--- src/timer_regs_map.svh ---
// register map, field positions and reset values of the timer event/compare block
// assumes a 32-bit classic wishbone slave with word-aligned registers
`ifndef TIMER_REGS_MAP_SVH
`define TIMER_REGS_MAP_SVH

// word index of each register (byte address is index times four)
`define IDX_EVENT_STATUS 3'h0
`define IDX_EVENT_MASK 3'h1
`define IDX_COUNTER_SNAPSHOT 3'h2
`define IDX_COMPARE_FIRST 3'h3
`define IDX_COMPARE_SECOND 3'h4
`define IDX_CAPTURED_FIRST 3'h5
`define IDX_COUNTER_CONTROL 3'h6

// event bit positions, shared by status and mask
`define BIT_MATCH_FIRST 0
`define BIT_MATCH_SECOND 1
`define BIT_OVERFLOW 2

// counter control bit positions
`define BIT_CTRL_RUN 0
`define BIT_CTRL_CLEAR_ON_SECOND 1

// widths, limits and reset values
`define EVENT_W 3
`define COUNT_W 16
`define COUNT_MAX 16'hFFFF
`define COUNT_ZERO 16'h0000
`define COUNT_ONE 16'h0001
`define EVENT_NONE 3'h0
`define EVENT_ALL 3'h7
`define CTRL_W 2
`define CTRL_RESET 2'h0
`define WORD_ZERO 32'h0000_0000
`define SYNC_RESET 2'h0

`endif

--- src/timer_regs_pkg.sv ---
// types of the timer event/compare register block
// assumes timer_regs_map.svh supplies the widths
`include "timer_regs_map.svh"

package timer_regs_pkg;

  // one bit per timer event, in status/mask bit order
  typedef struct packed {
    logic overflow;
    logic match_second;
    logic match_first;
  } event_s;

  // the whole state of the block
  typedef struct packed {
    event_s status;
    event_s mask;
    logic [`COUNT_W-1:0] counter;
    logic [`COUNT_W-1:0] cmp_first;
    logic [`COUNT_W-1:0] cmp_second;
    logic [`COUNT_W-1:0] captured;
    logic [`CTRL_W-1:0] ctrl;
    logic [1:0] cap_sync;
    logic cap_prev;
    logic ack;
    logic [31:0] rdata;
    logic irq;
  } state_s;

endpackage : timer_regs_pkg

--- src/timer_status_compare_regs.sv ---
// one 16-bit timer channel: up-counter, two comparators, event flags,
// interrupt mask, counter snapshot, capture register, wishbone slave
// assumes a single 40 MHz clock; capture pin is asynchronous to it
`include "timer_regs_map.svh"
`timescale 1ns/1ps
`default_nettype none

module timer_status_compare_regs #(
  parameter int ADDR_W = 8 // byte address width of the slave
) (
  input wire logic clk_i,
  input wire logic rst_n_i,
  input wire logic wb_cyc_i,
  input wire logic wb_stb_i,
  input wire logic wb_we_i,
  input wire logic [ADDR_W-1:0] wb_adr_i,
  input wire logic [3:0] wb_sel_i,
  input wire logic [31:0] wb_dat_i,
  input wire logic capture_pin_i,
  output logic [31:0] wb_dat_o,
  output logic wb_ack_o,
  output logic irq_o
);

  // refuse address widths too narrow for the seven registers
  if (ADDR_W < 6) begin : g_addr_check
    $error("ADDR_W must be at least 6");
  end

  // merge a write into a 16-bit field under the two low byte enables
  function automatic logic [`COUNT_W-1:0] merge16(
    input logic [`COUNT_W-1:0] old_v,
    input logic [31:0] wdat,
    input logic [3:0] sel
  );
    logic [`COUNT_W-1:0] res;
    res = old_v;
    if (sel[0]) begin
      res[7:0] = wdat[7:0];
    end
    if (sel[1]) begin
      res[15:8] = wdat[15:8];
    end
    return res;
  endfunction : merge16

  // place a 16-bit value in the low half of a bus word
  function automatic logic [31:0] widen16(input logic [`COUNT_W-1:0] v);
    return {16'h0000, v};
  endfunction : widen16

  timer_regs_pkg::state_s q; // registered state
  timer_regs_pkg::state_s d; // next state

  // decode helpers
  logic take; // access taken at this edge
  logic mapped; // address hits the register window
  logic [2:0] idx; // word index
  logic running; // counter run enable
  logic hit_first; // comparator outputs
  logic hit_second;
  logic wrap; // counter at its top while running
  logic cap_rise; // synchronised capture edge
  timer_regs_pkg::event_s ev_set; // events of this cycle
  timer_regs_pkg::event_s ev_clr; // software clears of this cycle

  // request decode and event detection
  always_comb begin
    take = wb_cyc_i && wb_stb_i && !q.ack;
    mapped = (wb_adr_i[ADDR_W-1:5] == '0) && (wb_adr_i[4:2] <= `IDX_COUNTER_CONTROL);
    idx = wb_adr_i[4:2];
    running = q.ctrl[`BIT_CTRL_RUN];
    // comparators only fire while counting, once per counter value
    hit_first = running && (q.counter == q.cmp_first);
    hit_second = running && (q.counter == q.cmp_second);
    wrap = running && (q.counter == `COUNT_MAX);
    cap_rise = q.cap_sync[1] && !q.cap_prev;
    ev_set.match_first = hit_first;
    ev_set.match_second = hit_second;
    // a clear on second match at the top value prevents the wrap
    ev_set.overflow = wrap && !(hit_second && q.ctrl[`BIT_CTRL_CLEAR_ON_SECOND]);
    ev_clr = `EVENT_NONE;
    if (take && mapped && (idx == `IDX_EVENT_STATUS)) begin
      if (!wb_we_i) begin
        ev_clr = `EVENT_ALL;
      end else if (wb_sel_i[0]) begin
        ev_clr = wb_dat_i[`EVENT_W-1:0]; // write one to clear
      end
    end
  end

  // next-state logic of the whole block
  always_comb begin
    d = q;
    // capture pin: two flops, then edge detect on the second
    d.cap_sync = {q.cap_sync[0], capture_pin_i};
    d.cap_prev = q.cap_sync[1];
    if (cap_rise) begin
      d.captured = q.counter;
    end
    // 16-bit up-counter, cleared while stopped
    if (!running) begin
      d.counter = `COUNT_ZERO;
    end else if (hit_second && q.ctrl[`BIT_CTRL_CLEAR_ON_SECOND]) begin
      d.counter = `COUNT_ZERO;
    end else begin
      d.counter = q.counter + `COUNT_ONE;
    end
    // flags latch whatever the mask, and a new event beats a clear
    d.status = (q.status & ~ev_clr) | ev_set;
    // bus slave: one ack per request, dropped the cycle after
    d.ack = take;
    d.rdata = `WORD_ZERO;
    if (take && mapped) begin
      if (wb_we_i) begin
        // register writes; upper bits are never stored
        case (idx)
          `IDX_EVENT_MASK: begin
            if (wb_sel_i[0]) begin
              d.mask = wb_dat_i[`EVENT_W-1:0];
            end
          end
          `IDX_COMPARE_FIRST: begin
            d.cmp_first = merge16(q.cmp_first, wb_dat_i, wb_sel_i);
          end
          `IDX_COMPARE_SECOND: begin
            d.cmp_second = merge16(q.cmp_second, wb_dat_i, wb_sel_i);
          end
          `IDX_COUNTER_CONTROL: begin
            if (wb_sel_i[0]) begin
              d.ctrl = wb_dat_i[`CTRL_W-1:0];
            end
          end
          default: begin
            // status handled above, read-only registers ignore writes
          end
        endcase
      end else begin
        // register reads, sampled at the taking edge
        case (idx)
          `IDX_EVENT_STATUS: begin
            d.rdata = {29'h0000_0000, q.status};
          end
          `IDX_EVENT_MASK: begin
            d.rdata = {29'h0000_0000, q.mask};
          end
          `IDX_COUNTER_SNAPSHOT: begin
            d.rdata = widen16(q.counter);
          end
          `IDX_COMPARE_FIRST: begin
            d.rdata = widen16(q.cmp_first);
          end
          `IDX_COMPARE_SECOND: begin
            d.rdata = widen16(q.cmp_second);
          end
          `IDX_CAPTURED_FIRST: begin
            d.rdata = widen16(q.captured);
          end
          `IDX_COUNTER_CONTROL: begin
            d.rdata = {30'h0000_0000, q.ctrl};
          end
          default: begin
            d.rdata = `WORD_ZERO;
          end
        endcase
      end
    end
    // one level interrupt, gated per event by the mask
    d.irq = |(d.status & d.mask);
  end

  // state register
  always_ff @(posedge clk_i or negedge rst_n_i) begin
    if (!rst_n_i) begin
      q.status <= `EVENT_NONE;
      q.mask <= `EVENT_NONE;
      q.counter <= `COUNT_ZERO;
      q.cmp_first <= `COUNT_ZERO;
      q.cmp_second <= `COUNT_ZERO;
      q.captured <= `COUNT_ZERO;
      q.ctrl <= `CTRL_RESET;
      q.cap_sync <= `SYNC_RESET;
      q.cap_prev <= 1'b0;
      q.ack <= 1'b0;
      q.rdata <= `WORD_ZERO;
      q.irq <= 1'b0;
    end else begin
      q <= d;
    end
  end

  // outputs straight from flops
  assign wb_dat_o = q.rdata;
  assign wb_ack_o = q.ack;
  assign irq_o = q.irq;

endmodule : timer_status_compare_regs

`default_nettype wire

--- config.mk ---
export PLATFORM = sky130hd
export DESIGN_NAME = timer_status_compare_regs
export DESIGN_NICKNAME = d
export VERILOG_FILES = /design/src/timer_regs_pkg.sv /design/src/timer_status_compare_regs.sv
export VERILOG_INCLUDE_DIRS = /design/src
export SDC_FILE = /design/constraint.sdc
export NUM_CORES = 1
export LEC_CHECK = 0
export BUFFER_PORTS_ARGS = -buffer_cell sky130_fd_sc_hd__buf_2
export CAP_MARGIN = 20
export CORE_MARGIN = 2
export CORE_UTILIZATION = 55
export CTS_BUF_LIST = sky130_fd_sc_hd__clkbuf_8
export DETAILED_ROUTE_END_ITERATION = 7
export PLACE_DENSITY = 0.79
export SETUP_SLACK_MARGIN = 0.2
export SYNTH_ARGS = -nofsm -noshare
export SYNTH_HDL_FRONTEND = slang
export SYNTH_SLANG_ARGS = --single-unit
--- constraint.sdc ---
create_clock -name clk_i -period 4.2 [get_ports clk_i]
set_input_delay 0.42 -clock clk_i [delete_from_list [all_inputs] [get_ports clk_i]]
set_output_delay 0.42 -clock clk_i [all_outputs]
set_load 0.02 [all_outputs]
# --- After elaboration in Yosys (flattened, before gate mapping) ---
# Cells that the tools add are included.
classes:
  magnitude_cmp: 1
  add_sub_neg: 1
  n_bitwise: 4
  reduce_logical: 22
  n_eq_ne: 9
  n_mux: 12
ops:
  columns: ["op", "n"]
  rows:
  - ["case mux 16 bit (7 select lines)", 1]
  - ["2-to-1 mux 16 bit", 4]
  - ["== test 16 bit", 2]
  - ["2-to-1 mux 3 bit", 7]
  - ["AND reduction 4 bit", 5]
  - ["adder 16 x 1 -> 16 bit, second input constant", 1]
  - ["== test 16 bit, second input constant", 1]
  - ["logical AND 1 bit", 11]
  - ["== test 3 bit, second input constant", 3]
  - ["AND 3 bit", 2]
  - ["== test 3 x 2 -> 1 bit, second input constant", 2]
  - ["logical NOT 3 bit", 2]
  - ["== test 3 x 1 -> 1 bit, second input constant", 1]
  - ["less-or-equal comparator 3 bit, second input constant", 1]
  - ["logical NOT 1 bit", 3]
  - ["inverter 3 bit", 1]
  - ["bitwise OR 3 bit", 1]
  - ["OR reduction 3 bit", 1]
word_totals:
  word_cells: 67
  regBits: 109
  out_inout_bits: 34
  inputBits: 50

# --- Depth between registers and ports, before layout ---
# Gate-level depths: netlist (run 1).
logic_depth:
  depth_word: 10
  mapped_depth: 8
  mapped_depth_nobuf: 5

# --- Worst setup path after synthesis (run 1) ---
# No wires, ideal clock.
synth_path:
  kind: "input -> register"
  start: "input port wb_adr_i[6]"
  end: "register q (netlist bit irq_o)"
  slack_ps: 2001
  t_required_ps: 4061
  path_stages: 6
  path_buffers: 1
  setup_time_ps: 139
  t_arrival_ps: 2060
  cell_sequence: "or3_4 > buf_6 > nor4_4 > mux2i_1 > a311oi_1 > or4b_1"
synth_rtl:
  columns: ["item", "line_no", "rtl"]
  rows:
  - ["start: declaration", "timer_status_compare_regs.sv:16", "input wire logic [ADDR_W-1:0] wb_adr_i,"]
  - ["end: declaration", "timer_status_compare_regs.sv:52", "timer_regs_pkg::state_s q;"]

==> summary.md, run 1 <==
| Metric | Value |
|---|---|
| Mean Syn Cell Area | 11.3 µm² |
| Syn-to-layout area delta | 6.23% |
| Die Y | 97.0 µm |
| Failing checks | DRC |
| Initial Util | 0.574 |
| DRT Pass-1 Iters | 8 |
| CTS root buf | clkbuf_8 |
| Vias per cell | 6.13 |
| Nets@finish | 490 |
| Setup_tns | 0 ps |
| Post_cts resized | 0 |
| Fin. max-slew vios | 0 |
| Initial antenna violation count | 0 |
| Startpoint types | flop |
| Synth Area in XOR/XNOR | 0.0791 |
| Per-cell routed wire length | 20.0 µm |
| Post-CTS Hold Fix Bufs | 0 |
| Post-Synth Adder-Cell Area | 0.00263 |
| Area contributors post-synth | dfrtp_1, mux2_2, buf_4, xor2_1, xnor2_1 |
| ANT nets after route | 0 |
| Sequential cell area | 0.00233 mm² |
| Max H-tree Level | 3 |
| Die footprint | 0.00942 mm² |
| WP data arrival | 2610 ps |
| Commonest non-fill, non-tap cell in the layout | dfrtp_1 |
| Reg clk slew, reported paths | 100 ps |
| Synth Area in Simple Gates | 0.111 |
| Post-Syn Area | 0.00476 mm² |
| DRC | 21 |
| Dpl hpwl | 7.58 mm |
| Largest net degree at the start of global routing | 55 |
| Proportion of synthesized area in mux cells | 0.136 |
| Skew-Pair Late Insertion Delay | 370 ps |
| FFs w/ async S/R, synth | 1.00 |
| Setup violations, final | 0 |
| Iter 0 DRT Violations | 395 |
| Via count | 3365 |
| Synth top area share | 0.489 |
| YS warnings | 0 |
| Tightest Hold Check Type | input port to async pin |
| # IOs | 84 |
| # Post-CTS Setup Buffers | 0 |
| Clock Skew | 13.0 ps |
| Share of post-route cells with drive strength above 1 | 0.286 |
| Slew HR | 0.311 |
| Pwr Density | 323 mW/mm² |
| Multi-input gate area | 0.00210 mm² |
| Placed cell count | 533 |
| Clk sinks | 93 |
| Core area | 0.00830 mm² |
| GRT Overall Usage | 0.240 |
| Area leader, netlist | dfrtp_1 |
| Leak | 0.00249 µW |
| CTS Buffer Depth | 2 |
| RSZ-0062 raised after global routing | false |
| Fmax | 419 MHz |
| Yosys reg bits | 93 |
| Buffers on Ports | 47 |
| Tcrit/Tclk final | 0.568 |
| Post-synthesis sequential area ratio | 0.489 |
| Mapped Cells | 421 |
| Fillcell total | 656 |
| Post-synth EDFFs | 0 |
| Final Instance Count excl. Fillers | 549 |
| Chip width | 97.0 µm |
| Compound-gate portion of the synthesized area | 0.0991 |
| VDD IR max | 0.148 mV |
| N_diodes | 0 |
| Grt ovf | 0 |
| First-pass GRT wire length | 17.7 mm |
| Final worst path period need | 2380 ps |
| Top FF cell, synth | dfrtp_1 |
| Status | complete, but fails checks |
| Synth cell types | 52 |
| WL final | 11.0 mm |
| Final Hold Vio Count | 0 |
| Largest family of logic cells by synthesized area | multiplexers |
| Slew @ Worst Pin | 1030 ps |
| CTS tree | yes |
| Power, Total | 1630 µW |
| Max-cap violations | 0 |
| CP max FO | 8 |
| GPL Wtd Cong | 1.00 |
| Worst Path Required | 4430 ps |
| CTS Buf Count | 9 |
| Most frequent cells in the layout | dfrtp_1, mux2_2, buf_2 |
| Hold Slack | 72.7 ps |
| Crit end category | flop |
| Std-Cell Rows | 33 |
| Crit path kind | flop to flop |
| Vias in the first global route | 3295 |
==> where the power goes <==
group / internal, µW / switching [µW] / total, µW
clock network: 230 / 347 / 576
registers: 909 / 12.7 / 921
logic: 42.9 / 91.7 / 135
==> critical path, stage by stage, from the launching register on <==
cell and delay (ps):
dfrtp_1 380, nand3b_1 380, nor4_4 480, mux2i_1 330
a311oi_1 90, or4b_1 580
==> cells by family after synthesis <==
kind of cell | after synthesis
simple gates | 100
flops | 93
buf+inv | 69
mux | 58
compound gates | 56
xor+xnor | 43
fa+ha+maj | 1
other cells | 1
==> synthesized netlist by cell type, types with 2 or more instances <==
| library cell | count |
|---|---|
| a21boi_0 | 3 |
| nand4_1 | 6 |
| o21ai_0 | 6 |
| dfrtp_1 | 93 |
| nand2b_1 | 2 |
| o41ai_1 | 2 |
| nor2_1 | 37 |
| inv_1 | 8 |
| a22oi_1 | 4 |
| and3_1 | 5 |
| buf_4 | 32 |
| clkbuf_1 | 23 |
| a31oi_1 | 2 |
| mux2i_1 | 4 |
| buf_2 | 3 |
| xnor2_1 | 21 |
| and4_1 | 4 |
| a222oi_1 | 13 |
| nand2_1 | 11 |
| nor2b_1 | 6 |
| and2_1 | 3 |
| mux2_2 | 54 |
| nor3_1 | 5 |
| a22o_1 | 13 |
| nand3_1 | 10 |
| nor4_1 | 3 |
| o31ai_1 | 2 |
| xor2_1 | 22 |
==> final timing paths <==
kind | start | end | slack (ps) | cells after the start
hold reg to reg | d[36]$_DFF_PN0_ | d[34]$_DFF_PN0_ | 360 | 0
hold / removal | rst_n_i | d[36]$_DFF_PN0_ | 70 | 1
max in group asynchronous | rst_n_i | q[51]$_DFFE_PN0P_ | 3160 | 2
setup reg to reg | wb_ack_o$_DFF_PN0_ | irq_o$_DFF_PN0_ | 1820 | 5
min in group clk_i | capture_pin_i | d[36]$_DFF_PN0_ | 150 | 1
setup / recovery | wb_ack_o$_DFF_PN0_ | irq_o$_DFF_PN0_ | 1820 | 5
==> stage by stage <==
stage	setup slack, ps	instance area (µm²)	util
CTS	1860	5060	0.609
floorplan	2000	4820	-
global route	1770	5060	0.609
global placement	1770	4870	0.586
detailed placement	1750	4870	0.586
finish	1820	5060	0.609
==> registers in the layout, indices dropped and copies added, names as in the netlist <==
name / flops
d: 2
irq_o: 1
q: 73
wb_ack_o: 1
wb_dat_o: 16
==> layer usage <==
| metal | routed length (µm) | GRT usage | up-vias |
|---|---|---|---|
| met5 | 0 | 0 | - |
| met4 | 309 | 0.0867 | 0 |
| met3 | 875 | 0.0470 | 31 |
| met2 | 5270 | 0.381 | 187 |
| met1 | 4540 | 0.330 | 1666 |
| li1 | - | - | 1481 |
==> final cells by class <==
type | instances | area share
multi-input combinational | 274 | 0.415
sequential | 93 | 0.460
clock inverter | 7 | 0.0131
inverter | 9 | 0.00668
tap | 105 | 0.0260
timing repair buffer | 52 | 0.0544
clock buffer | 9 | 0.0245
(Power assumes the default switching activity.)
==> run 2: changes to the inputs <==
--- a/config.mk
+++ b/config.mk
@@ -9,10 +9,10 @@
 export BUFFER_PORTS_ARGS = -buffer_cell sky130_fd_sc_hd__buf_2
 export CAP_MARGIN = 20
 export CORE_MARGIN = 2
-export CORE_UTILIZATION = 55
+export CORE_UTILIZATION = 52
 export CTS_BUF_LIST = sky130_fd_sc_hd__clkbuf_8
 export DETAILED_ROUTE_END_ITERATION = 7
-export PLACE_DENSITY = 0.79
+export PLACE_DENSITY = 0.78
 export SETUP_SLACK_MARGIN = 0.2
 export SYNTH_ARGS = -nofsm -noshare
 export SYNTH_HDL_FRONTEND = slang
==> constraint.sdc (replaced) <==
create_clock -name clk_i -period 2.05 [get_ports clk_i]
set_input_delay 0.205 -clock clk_i [delete_from_list [all_inputs] [get_ports clk_i]]
set_output_delay 0.205 -clock clk_i [all_outputs]
set_load 0.02 [all_outputs]
==> run 2 against run 1 <==
Compared with the run above: the run ends with setup timing left; count of clock-buffer cells in the layout did not move; die area is 5.5% higher; cell area up 8.6%; fmax grew 11%; global-route usage up 0.62 points; critical path type unchanged.
==> summary.md, run 2 (synthesized netlist as in run 1, its figures left out) <==
| Metric | Value |
|---|---|
| Core area | 0.00881 mm² (was 0.00830 mm²) |
| Setup_tns | -90.9 ps (was 0 ps) |
| Area after DPL | 0.00516 mm² (was 0.00487 mm²) |
| Top reg by flops | q (unchanged) |
| Fin. max-slew vios | 0 (unchanged) |
| Per-cell routed wire length | 19.8 µm (was 20.0 µm) |
| Std-Cell Rows | 34 (was 33) |
| Setup slack after layout | -90.9 ps (was 1820 ps) |
| Nets@finish | 528 (was 490) |
| Buffers on Ports | 47 (unchanged) |
| Sw power | 902 µW (was 451 µW) |
| Reg2Reg Depth | 5 (unchanged) |
| Startpoint types | flop (unchanged) |
| Clk pwr share | 0.381 (was 0.353) |
| ANT nets after route | 0 (unchanged) |
| VDD IR max | 0.400 mV (was 0.148 mV) |
| Largest register FFs | 73 (unchanged) |
| CTS tree | yes (unchanged) |
| # IOs | 84 (unchanged) |
| Status | complete, but fails checks (unchanged) |
| Syn-to-layout area delta | 15.4% (was 6.23%) |
| Iter 0 DRT Violations | 350 (was 395) |
| Initial Util | 0.541 (was 0.574) |
| Reg clk slew, reported paths | 100 ps (about the same) |
| Seq pwr share | 0.527 (was 0.564) |
| Clk sinks | 93 (unchanged) |
| DRT Pass-1 Iters | 5 (was 8) |
| GPL Wtd Cong | 0.912 (was 1.00) |
| Final Hold Vio Count | 0 (unchanged) |
| Vias in the first global route | 3524 (was 3295) |
| Chip width | 99.7 µm (was 97.0 µm) |
| Leak | 0.00273 µW (was 0.00249 µW) |
| Max-cap violations | 0 (unchanged) |
| Vias per cell | 6.00 (was 6.13) |
| N_diodes | 0 (unchanged) |
| Internal power | 2680 µW (was 1180 µW) |
| Via count | 3541 (was 3365) |
| Setup violations, final | 1 (was 0) |
| Tcrit/Tclk final | 1.04 (was 0.568) |
| Tightest Hold Check Type | input port to flop (was input port to async pin) |
| Die Y | 99.7 µm (was 97.0 µm) |
| Switching share of power | 0.252 (was 0.276) |
| Max H-tree Level | 3 (unchanged) |
| Crit end category | flop (unchanged) |
| Share of post-route cells with drive strength above 1 | 0.353 (was 0.286) |
| DRC | 0 (was 21) |
| Failing checks | setup timing (was DRC) |
| Part of the power in combinational logic | 0.092 (was 0.082) |
| Clock Skew | 18.5 ps (was 13.0 ps) |
| CP max FO | 4 (was 8) |
| WL final | 11.7 mm (was 11.0 mm) |
| Fillcell total | 676 (was 656) |
| Skew-Pair Late Insertion Delay | 370 ps (about the same) |
| Fmax | 467 MHz (was 419 MHz) |
| Cell area after layout | 0.00549 mm² (was 0.00506 mm²) |
| CTS root buf | clkbuf_8 (unchanged) |
| CTS Buf Count | 9 (unchanged) |
| Final worst path period need | 2140 ps (was 2380 ps) |
| Slew HR | 0.570 (was 0.311) |
| RSZ-0062 raised after global routing | true (was false) |
| Hold path cells | 2 |
| Most frequent cells in the layout | dfrtp_1, mux2_2, buf_2 (unchanged) |
| Grt ovf | 0 (unchanged) |
| Pwr Density | 653 mW/mm² (was 323 mW/mm²) |
| Crit path kind | flop to flop (unchanged) |
| Slew @ Worst Pin | 645 ps (was 1030 ps) |
| Commonest non-fill, non-tap cell in the layout | dfrtp_1 (unchanged) |
| Dpl hpwl | 8.16 mm (was 7.58 mm) |
| GRT Overall Usage | 0.246 (was 0.240) |
| Die footprint | 0.00994 mm² (was 0.00942 mm²) |
| Initial antenna violation count | 0 (unchanged) |
| First-pass GRT wire length | 18.7 mm (was 17.7 mm) |
| Worst Path Required | 2290 ps (was 4430 ps) |
| WP data arrival | 2380 ps (was 2610 ps) |
| CTS Buffer Depth | 2 (unchanged) |
| Largest net degree at the start of global routing | 48 (was 55) |
[run 2: cell type report]
type                       count  area (µm²)  area share
inverter                       9        33.8     0.00615
timing repair buffer          90         618       0.113
tap                          108         135      0.0246
clock inverter                 7        98.8      0.0180
sequential                    93        2330       0.424
clock buffer                   9         124      0.0226
multi-input combinational    274        2160       0.392
[run 2: worst paths after layout]
kind | to | startpoint | slack [ps]
worst max-delay path | irq_o$_DFF_PN0_ | wb_ack_o$_DFF_PN0_ | -90
worst min-delay path | q[84]$_DFFE_PN0P_ | wb_dat_i[13] | 80
worst max register to register | irq_o$_DFF_PN0_ | wb_ack_o$_DFF_PN0_ | -90
worst min register to register | d[34]$_DFF_PN0_ | d[36]$_DFF_PN0_ | 350
max in group asynchronous | q[102]$_DFF_PN0_ | rst_n_i | 1140
min in group asynchronous | d[36]$_DFF_PN0_ | rst_n_i | 250
[run 2: power by group through the flow]
stage | Combinational [µW] | Clock [µW] | Sequential (µW)
2_1_floorplan | 176 | 0 | 1920
3_3_place_gp | 302 | 0 | 1920
3_5_place_dp | 310 | 0 | 1920
4_1_cts | 323 | 1370 | 1890
5_1_grt | 357 | 1440 | 1890
6_report | 331 | 1370 | 1890
[run 2: timing repair]
item,CTS,global route
hold endpoints to repair,18,0
pin swaps,4,4
gates resized for setup,13,4
setup endpoints to repair,36,68
setup buffers,1,2
gates cloned,0,0
hold buffers,2,0
[run 2: per-stage QoR]
step	hold WS, ps	setup slack [ps]	cells	utilization	power, µW
floorplan	-90.6	-57.4	436	-	2090
global placement	99.9	-39.8	569	0.586	2220
detailed placement	101	-120	569	0.586	2230
CTS	79.8	-80.9	588	0.620	3580
global route	83.0	-159	590	0.624	3680
finish	84.8	-90.9	590	0.624	3580
[run 2: worst max-delay path, cell delays in order (launching register included)]
cell,delay (ps)
dfrtp_1,390
nand3b_1,280
nor4_4,430
mux2i_2,320
a311oi_1,70
or4b_1,540
[run 2: metal layers]
| layer | GRT usage | vias up | share of wire |
|---|---|---|---|
| met3 | 0.0443 | 20 | 0.064 |
| met5 | 0 | - | 0 |
| met1 | 0.333 | 1781 | 0.43 |
| li1 | - | 1562 | - |
| met2 | 0.402 | 178 | 0.49 |
| met4 | 0.0843 | 0 | 0.017 |
